===== src/shared/rba_pkg.sv =====
// constants of the register bit access bank
package rba_pkg;
	localparam int ADDR_W   = 4;
	localparam int DATA_DEF = 8;
	localparam int NSRC_DEF = 3;

	// source ports in priority order after reset
	localparam int SRC_SPI    = 0;
	localparam int SRC_I2C    = 1;
	localparam int SRC_INBAND = 2;

	// register indices
	localparam logic [ADDR_W-1:0] IDX_RO  = 4'h0;
	localparam logic [ADDR_W-1:0] IDX_RC  = 4'h1;
	localparam logic [ADDR_W-1:0] IDX_WO  = 4'h2;
	localparam logic [ADDR_W-1:0] IDX_W1C = 4'h3;
	localparam logic [ADDR_W-1:0] IDX_LL  = 4'h4;
	localparam logic [ADDR_W-1:0] IDX_LH  = 4'h5;
	localparam logic [ADDR_W-1:0] IDX_SC  = 4'h6;
	localparam logic [ADDR_W-1:0] IDX_CTL = 4'h7;

	// reset values and fixed read values, one bit pattern replicated over the data width
	localparam logic RST_RC  = 1'h0;
	localparam logic RST_WO  = 1'h0;
	localparam logic RST_W1C = 1'h0;
	localparam logic RST_LL  = 1'h1;
	localparam logic RST_LH  = 1'h0;
	localparam logic RST_SC  = 1'h0;
	localparam logic RST_CTL = 1'h0;
	localparam logic RD_WO   = 1'h0;
	localparam logic RD_RSV  = 1'h0;
endpackage


===== src/shared/rba_acc_if.sv =====
// access request bundle between the arbiter and the register bank
`timescale 1ns/1ns
`default_nettype none
interface rba_acc_if #(
	parameter int NSRC = 3,
	parameter int AW   = 4,
	parameter int DW   = 8,
	parameter int SW   = 2
);
	logic [NSRC-1:0]    req;
	logic [NSRC-1:0]    we;
	logic [NSRC*AW-1:0] addr;
	logic [NSRC*DW-1:0] wdata;
	logic [NSRC-1:0]    hold;
	logic               valid;
	logic [SW-1:0]      src;
	logic               acc_we;
	logic [AW-1:0]      acc_addr;
	logic [DW-1:0]      acc_wdata;

	modport arb (
		input  req,
		input  we,
		input  addr,
		input  wdata,
		input  hold,
		output valid,
		output src,
		output acc_we,
		output acc_addr,
		output acc_wdata
	);
	modport bank (
		output req,
		output we,
		output addr,
		output wdata,
		output hold,
		input  valid,
		input  src,
		input  acc_we,
		input  acc_addr,
		input  acc_wdata
	);
endinterface
`default_nettype wire


===== src/hw/rba_arbiter.sv =====
// round robin choice of one access among the host ports
`timescale 1ns/1ns
`default_nettype none
module rba_arbiter #(
	parameter int NSRC = 3,
	parameter int AW   = 4,
	parameter int DW   = 8,
	parameter int SW   = 2
)(
	input  wire logic mclk,
	input  wire logic sys_rst,
	input  wire logic ce,
	rba_acc_if.arb    acc
);
	logic [SW-1:0] last_r;
	logic [SW-1:0] last_nxt;
	logic [SW-1:0] pick;
	logic          found;
	int            j;

	generate
		if (NSRC < 1 || SW < 1 || NSRC > (1 << SW)) begin : g_bad
			$error("rba_arbiter: NSRC does not fit SW");
		end
	endgenerate

	// search starts after the last winner so no port starves
	always_comb begin
		found = 1'b0;
		pick = '0;
		j = 0;
		for (int k = 1; k <= NSRC; k++) begin
			j = (int'(last_r) + k) % NSRC;
			if (!found && acc.req[j] && !acc.hold[j]) begin
				found = 1'b1;
				pick = SW'(j);
			end
		end
		acc.valid = found;
		acc.src = pick;
		acc.acc_we = acc.we[pick];
		acc.acc_addr = acc.addr[pick*AW +: AW];
		acc.acc_wdata = acc.wdata[pick*DW +: DW];
		last_nxt = found ? pick : last_r;
	end

	always_ff @(posedge mclk) begin
		if (sys_rst) begin
			last_r <= SW'(NSRC - 1);
		end else if (ce) begin
			last_r <= last_nxt;
		end
	end
endmodule
`default_nettype wire


===== src/hw/rba_bank.sv =====
// register bank showing each bit access attribute, shared by the host ports
`timescale 1ns/1ns
`default_nettype none
// Overview of operation
// - the read_only_bit register returns the live status on a read and ignores every write.
// - the read_clear register returns its value on a read, is zeroed after it, and ignores writes.
// - the write_only_bit register takes writes but its read data is undefined and here reads as zero.
// - in the write_one_to_clear register a one written clears that bit and a zero leaves it alone.
// - a latch_low_status bit stays low after its condition went low until a read releases it.
// - a latch_high_status bit stays high after its condition went high until a read releases it.
// - a self_clearing_bit set by software returns to zero once its action is done, zero writes do nothing.
// - the host reaches the whole bank through the serial ports and in-band frames, sharing one path.
module rba_bank #(
	parameter int DATA_W = rba_pkg::DATA_DEF,
	parameter int NSRC   = rba_pkg::NSRC_DEF
)(
	input  wire logic                          mclk,
	input  wire logic                          sys_rst,
	input  wire logic                          ce,
	input  wire logic [NSRC-1:0]               src_req,
	input  wire logic [NSRC-1:0]               src_we,
	input  wire logic [NSRC*rba_pkg::ADDR_W-1:0] src_addr,
	input  wire logic [NSRC*DATA_W-1:0]        src_wdata,
	input  wire logic [DATA_W-1:0]             status_ro,
	input  wire logic [DATA_W-1:0]             event_rc,
	input  wire logic [DATA_W-1:0]             event_w1c,
	input  wire logic [DATA_W-1:0]             cond_ll,
	input  wire logic [DATA_W-1:0]             cond_lh,
	input  wire logic [DATA_W-1:0]             sc_done,
	output logic      [NSRC-1:0]               src_ack,
	output logic      [DATA_W-1:0]             rdata,
	output logic      [DATA_W-1:0]             wo_value,
	output logic      [DATA_W-1:0]             ctl_value,
	output logic      [DATA_W-1:0]             sc_action
);
	localparam int AW = rba_pkg::ADDR_W;
	localparam int SW = (NSRC > 1) ? $clog2(NSRC) : 1;

	generate
		if (DATA_W < 1 || NSRC < 1 || NSRC > (1 << SW)) begin : g_bad
			$error("rba_bank: unsupported DATA_W or NSRC");
		end
	endgenerate

	function automatic logic hit(input logic [AW-1:0] a,
	                             input logic [AW-1:0] idx);
		hit = (a == idx);
	endfunction

	rba_acc_if #(.NSRC(NSRC), .AW(AW), .DW(DATA_W), .SW(SW)) acc ();

	// one path for every host port: spi, i2c and in-band frames
	rba_arbiter #(
		.NSRC (NSRC),
		.AW   (AW),
		.DW   (DATA_W),
		.SW   (SW)
	) u_arb (
		.mclk    (mclk),
		.sys_rst (sys_rst),
		.ce      (ce),
		.acc     (acc)
	);

	logic [NSRC-1:0]   ack_r;
	logic [NSRC-1:0]   ack_nxt;
	logic [DATA_W-1:0] rdata_r;
	logic [DATA_W-1:0] rdata_nxt;
	logic [DATA_W-1:0] rc_r;
	logic [DATA_W-1:0] rc_nxt;
	logic [DATA_W-1:0] wo_r;
	logic [DATA_W-1:0] wo_nxt;
	logic [DATA_W-1:0] w1c_r;
	logic [DATA_W-1:0] w1c_nxt;
	logic [DATA_W-1:0] ll_r;
	logic [DATA_W-1:0] ll_nxt;
	logic [DATA_W-1:0] lh_r;
	logic [DATA_W-1:0] lh_nxt;
	logic [DATA_W-1:0] sc_r;
	logic [DATA_W-1:0] sc_nxt;
	logic [DATA_W-1:0] ctl_r;
	logic [DATA_W-1:0] ctl_nxt;
	logic              rd;
	logic              wr;
	logic [DATA_W-1:0] wmask;

	// a port whose answer is showing cannot be taken again that cycle
	assign acc.req = src_req;
	assign acc.we = src_we;
	assign acc.addr = src_addr;
	assign acc.wdata = src_wdata;
	assign acc.hold = ack_r;

	assign rd = acc.valid && !acc.acc_we;
	assign wr = acc.valid && acc.acc_we;
	assign wmask = acc.acc_wdata;

	// read data path, values as held before this cycle's side effects
	always_comb begin
		rdata_nxt = rdata_r;
		if (rd) begin
			unique case (acc.acc_addr)
				rba_pkg::IDX_RO:  rdata_nxt = status_ro;
				rba_pkg::IDX_RC:  rdata_nxt = rc_r;
				rba_pkg::IDX_WO:  rdata_nxt = {DATA_W{rba_pkg::RD_WO}};
				rba_pkg::IDX_W1C: rdata_nxt = w1c_r;
				rba_pkg::IDX_LL:  rdata_nxt = ll_r;
				rba_pkg::IDX_LH:  rdata_nxt = lh_r;
				rba_pkg::IDX_SC:  rdata_nxt = sc_r;
				rba_pkg::IDX_CTL: rdata_nxt = ctl_r;
				default:          rdata_nxt = {DATA_W{rba_pkg::RD_RSV}};
			endcase
		end
		ack_nxt = '0;
		for (int i = 0; i < NSRC; i++) begin
			if (acc.valid && acc.src == SW'(i)) begin
				ack_nxt[i] = 1'b1;
			end
		end
	end

	// bit behaviour per attribute; hardware setting wins over clearing
	always_comb begin
		// clears after the read, a new event in that cycle is kept
		if (rd && hit(acc.acc_addr, rba_pkg::IDX_RC)) begin
			rc_nxt = event_rc;
		end else begin
			rc_nxt = rc_r | event_rc;
		end

		wo_nxt = wo_r;
		if (wr && hit(acc.acc_addr, rba_pkg::IDX_WO)) begin
			wo_nxt = wmask;
		end

		if (wr && hit(acc.acc_addr, rba_pkg::IDX_W1C)) begin
			w1c_nxt = (w1c_r & ~wmask) | event_w1c;
		end else begin
			w1c_nxt = w1c_r | event_w1c;
		end

		// a read releases the latch to follow the condition again
		if (rd && hit(acc.acc_addr, rba_pkg::IDX_LL)) begin
			ll_nxt = cond_ll;
		end else begin
			ll_nxt = ll_r & cond_ll;
		end

		if (rd && hit(acc.acc_addr, rba_pkg::IDX_LH)) begin
			lh_nxt = cond_lh;
		end else begin
			lh_nxt = lh_r | cond_lh;
		end

		// software set wins over the done of an earlier action
		if (wr && hit(acc.acc_addr, rba_pkg::IDX_SC)) begin
			sc_nxt = (sc_r & ~sc_done) | wmask;
		end else begin
			sc_nxt = sc_r & ~sc_done;
		end

		ctl_nxt = ctl_r;
		if (wr && hit(acc.acc_addr, rba_pkg::IDX_CTL)) begin
			ctl_nxt = wmask;
		end
	end

	always_ff @(posedge mclk) begin
		if (sys_rst) begin
			ack_r   <= '0;
			rdata_r <= '0;
			rc_r    <= {DATA_W{rba_pkg::RST_RC}};
			wo_r    <= {DATA_W{rba_pkg::RST_WO}};
			w1c_r   <= {DATA_W{rba_pkg::RST_W1C}};
			ll_r    <= {DATA_W{rba_pkg::RST_LL}};
			lh_r    <= {DATA_W{rba_pkg::RST_LH}};
			sc_r    <= {DATA_W{rba_pkg::RST_SC}};
			ctl_r   <= {DATA_W{rba_pkg::RST_CTL}};
		end else if (ce) begin
			ack_r   <= ack_nxt;
			rdata_r <= rdata_nxt;
			rc_r    <= rc_nxt;
			wo_r    <= wo_nxt;
			w1c_r   <= w1c_nxt;
			ll_r    <= ll_nxt;
			lh_r    <= lh_nxt;
			sc_r    <= sc_nxt;
			ctl_r   <= ctl_nxt;
		end
	end

	assign src_ack = ack_r;
	assign rdata = rdata_r;
	assign wo_value = wo_r;
	assign ctl_value = ctl_r;
	assign sc_action = sc_r;
endmodule
`default_nettype wire


===== config.mk =====
export PLATFORM = sky130hd
export DESIGN_NAME = rba_bank
export DESIGN_NICKNAME = d
export VERILOG_FILES = /design/src/shared/rba_pkg.sv /design/src/shared/rba_acc_if.sv /design/src/hw/rba_arbiter.sv /design/src/hw/rba_bank.sv
export SDC_FILE = /design/constraint.sdc
export NUM_CORES = 1
export LEC_CHECK = 0
export ABC_AREA = 1
export BUFFER_PORTS_ARGS = -buffer_cell sky130_fd_sc_hd__buf_2
export CORE_UTILIZATION = 51
export CTS_CLUSTER_DIAMETER = 30
export CTS_CLUSTER_SIZE = 16
export DETAILED_ROUTE_END_ITERATION = 10
export PLACE_DENSITY_LB_ADDON = 0.1
export SYNTH_ARGS = -nofsm -noshare
export SYNTH_HDL_FRONTEND = slang
export SYNTH_SLANG_ARGS = --single-unit

===== constraint.sdc =====
create_clock -name mclk -period 3.6 [get_ports mclk]
set_clock_uncertainty 0.1 [all_clocks]
set_input_delay 0.54 -clock mclk [delete_from_list [all_inputs] [get_ports mclk]]
set_output_delay 0.54 -clock mclk [all_outputs]
set_load 0.03 [all_outputs]

==> results.cfg <==
[die]
core.rowCount = 30
start_util_pct = 54.2
die_area_um2 = 7720
die_height_um = 87.9
die_wd_um = 87.9
ios = 128
design.core.area_um2 = 6940

[power]
p_sw_share_pct = 52.5
power.static_leakage_nw = 2.28
switchingPower_mw = 2.26
internal_power_mw = 2.04
power_frac_comb_pct = 60.4
pwr_density_cell_nw_per_um2 = 923
clock_power_share_pct = 17.5
peakVddDrop_mv = 0.458
p_seq_share_pct = 22.1

[placed_design]
placed_instances = 762
detail_placement_hpwl_mm = 7.70
preCtsSetupSlack_ns = 0.378
gpl.final_weighted_congestion = 0.854
portBuffers = 127

[drt]
route.detailed.wl_per_inst_um = 13.8
drt-initial-drc-count = 260
detail_route.drc_violations = 0
route.vias.total = 4065
detail_route.first_pass.iterations = 7
route.antenna.remaining_nets = 0
vias_per_cell = 5.22
routed_wl_mm = 10.7

[worst_hold_path]
min_to = ll_r[1]$_SDFFE_PP1P_
timing.hold.worst.class = in -> reg
hold-path-cell-count = 3
hold_start = cond_ll[1]

[yosys]
synth_enable_flop_cells = 0
yosys-top-cells-area = dfxtp_1 (37%), nand2_1 (18%), nand3_1 (10%)
yosysMostFrequentCell = nand2_1
yosys.area.top_type = dfxtp_1
syn_avg_cell_area_um2 = 6.70
netlist-cell-type-count = 30
synthFlopType = dfxtp_1
synth-seq-cells = 69
seq_area_frac_synth_pct = 36.7
net_count_after_synthesis = 657
synthesis.area_um2 = 3760
synth_warnings = 0
synth_top_area_share_pct = 36.7
asyncSetResetFlopFracSynth_pct = 0
syn-instance-count = 561
synth.cells.most_frequent = nand2_1 (182), nand3_1 (75), dfxtp_1 (69)

[timing]
post-route-min-period_ns = 3.26
fin_tns_setup_ns = 0
final_critical_path_setup_slack_ns = 0.343
final-hold-violation-count = 0
rel_slew_slack_pct = 55.1
rsz_0062_raised_after_global_routing = false
maxClockFrequency_mhz = 307
number_of_max_slew_violations_in_the_final_report = 0
timing.hold.ws_ns = 0.291
setup_viol = 0
timing.final.crit_share_pct = 90.5
slew_worst_pin_ns = 0.673

[setup_path]
start_kind = flip-flop
worst_path_largest_cell_delay_ns = 0.45
worstSetupPathType = reg -> reg
endpoint_kind = flip-flop
critical_path_required_ns = 3.72
cells_traversed_along_the_worst_timing_path = inv_1, ha_1, inv_2, nand3_1, nand2_2, o21a_1, nand2_2, nor2_2, nand2_1, nand3_2, nand2_2, inv_2, nand3_2, nand2_1, a21oi_1
critical_path.most_common_cell = nand2_2
reg2reg_setup_slack_ns = 0.34
crit-reg2reg-capture = rc_r[1]$_SDFFE_PP0P_
crit_arrival_ns = 3.37
slowest_stage = nor2_2
timing.critical_path.fanout_max = 16
worst_r2r_path_depth = 15
critical_path.reg2reg.startpoint = u_arb.last_r[0]$_SDFFE_PP0P_

[clock_tree]
clkTransAtPathRegs_ns = 0.09
clk_latency_ns = 0.35
clock_path_buffers = 2
cts_hold_buf = 0
postCtsSetupBuffers = 0
root_driver = clkbuf_8
numCtsBuffers = 9
clock_sinks = 69
tritoncts_clock_tree = yes
post_cts.resized_instances = 0
htree_num_levels = 3

[grt]
initial_antenna_violation_count = 0
track_usage_pct = 27.9
grt_max_degree = 51
globalRouteOverflowTotal = 0
first_global_vias = 3615
grt_first_pass_wirelength_mm = 16.6

[final_layout]
syn2layout_area_growth_pct = 23.9
nNetsFinal = 773
final_layout_size_suffix_gt1_share_pct = 28.3
fin_cells = 778
antennaDiodeCount = 0

[outcome]
outcome = completed

[flow_run]
max_cap_violations = 0
==> worst max path at each step <==
stage / startpoint / end / depth (start not counted)
4_1_cts: u_arb.last_r[0]$_SDFFE_PP0P_ / rc_r[1]$_SDFFE_PP0P_ / 17
6_report: u_arb.last_r[0]$_SDFFE_PP0P_ / rc_r[1]$_SDFFE_PP0P_ / 15
3_5_place_dp: u_arb.last_r[0]$_SDFFE_PP0P_ / rc_r[1]$_SDFFE_PP0P_ / 17
2_1_floorplan: u_arb.last_r[0]$_SDFFE_PP0P_ / rc_r[5]$_SDFFE_PP0P_ / 19
3_3_place_gp: u_arb.last_r[0]$_SDFFE_PP0P_ / rc_r[2]$_SDFFE_PP0P_ / 18
5_1_grt: u_arb.last_r[0]$_SDFFE_PP0P_ / rc_r[1]$_SDFFE_PP0P_ / 17
==> cells by family after synthesis <==
family                   synth area share (%)
adder cells (fa/ha/maj)                 0.998
flip-flops                               36.7
AND/OR/NAND/NOR                          40.2
buffers and inverters                    8.38
AO/OA/AOI/OAI                            13.7
==> routing by layer <==
layer  global-route usage, %  up-vias  wire (µm)
li1                        -     2055          -
met1                    36.2     1832       4900
met2                    47.2      163       4970
met3                    5.09       15        667
met4                    8.20        0        162
met5                       0        -          0
==> critical path: cells and delay by family, from the launching register on <==
kind                     cells  cell delay [ns]
AND/OR/NAND/NOR              9             1.71
buffers and inverters        3             0.37
flip-flops                   1             0.36
adder cells (fa/ha/maj)      1             0.33
AO/OA/AOI/OAI                2             0.21
==> power groups by stage <==
| stage | logic (mW) | registers (mW) | clock network (mW) |
|---|---|---|---|
| finish | 2.60 | 0.952 | 0.752 |
| global route | 2.82 | 0.966 | 0.788 |
| CTS | 2.56 | 0.951 | 0.744 |
| detailed placement | 2.55 | 0.968 | 0 |
| global placement | 2.50 | 0.964 | 0 |
| floorplan | 1.90 | 1.11 | 0 |
==> stage by stage <==
stage / power [mW] / area [µm²] / utilization (%)
CTS: 4.26 / 4650 / 67.0
floorplan: 3.01 / 3760 / -
global placement: 3.47 / 4420 / 63.7
finish: 4.30 / 4660 / 67.1
global route: 4.57 / 4660 / 67.1
detailed placement: 3.51 / 4420 / 63.7
==> sequential cells by signal (all words and copies together), names as in the netlist <==
register	flops
src_ack	3
sc_action	8
lh_r	8
ll_r	8
rc_r	8
u_arb.last_r	2
ctl_value	8
w1c_r	8
rdata	8
wo_value	8
==> final cells by class <==
type                            count  area [µm²]
Timing Repair Buffer              132         686
Sequential cell                    69        1380
Clock buffer                       11         151
Inverter                           45         169
Multi-Input combinational cell    420        2070
Tap cell                           96         120
Clock inverter                      5        82.6
Fill cell                         647        2280
==> placed cells by master (no fill, tap or decap), drive strengths merged <==
master,instances
a21oi,61
buf,132
bufinv,2
clkbuf,11
clkinv,3
dfxtp,69
ha,3
inv,45
nand2,190
nand3,85
nand3b,1
nand4,1
nor2,41
o211ai,1
o21a,1
o21ai,24
o22ai,9
or2,3
No activity file was read; power rests on OpenSTA's default activity.
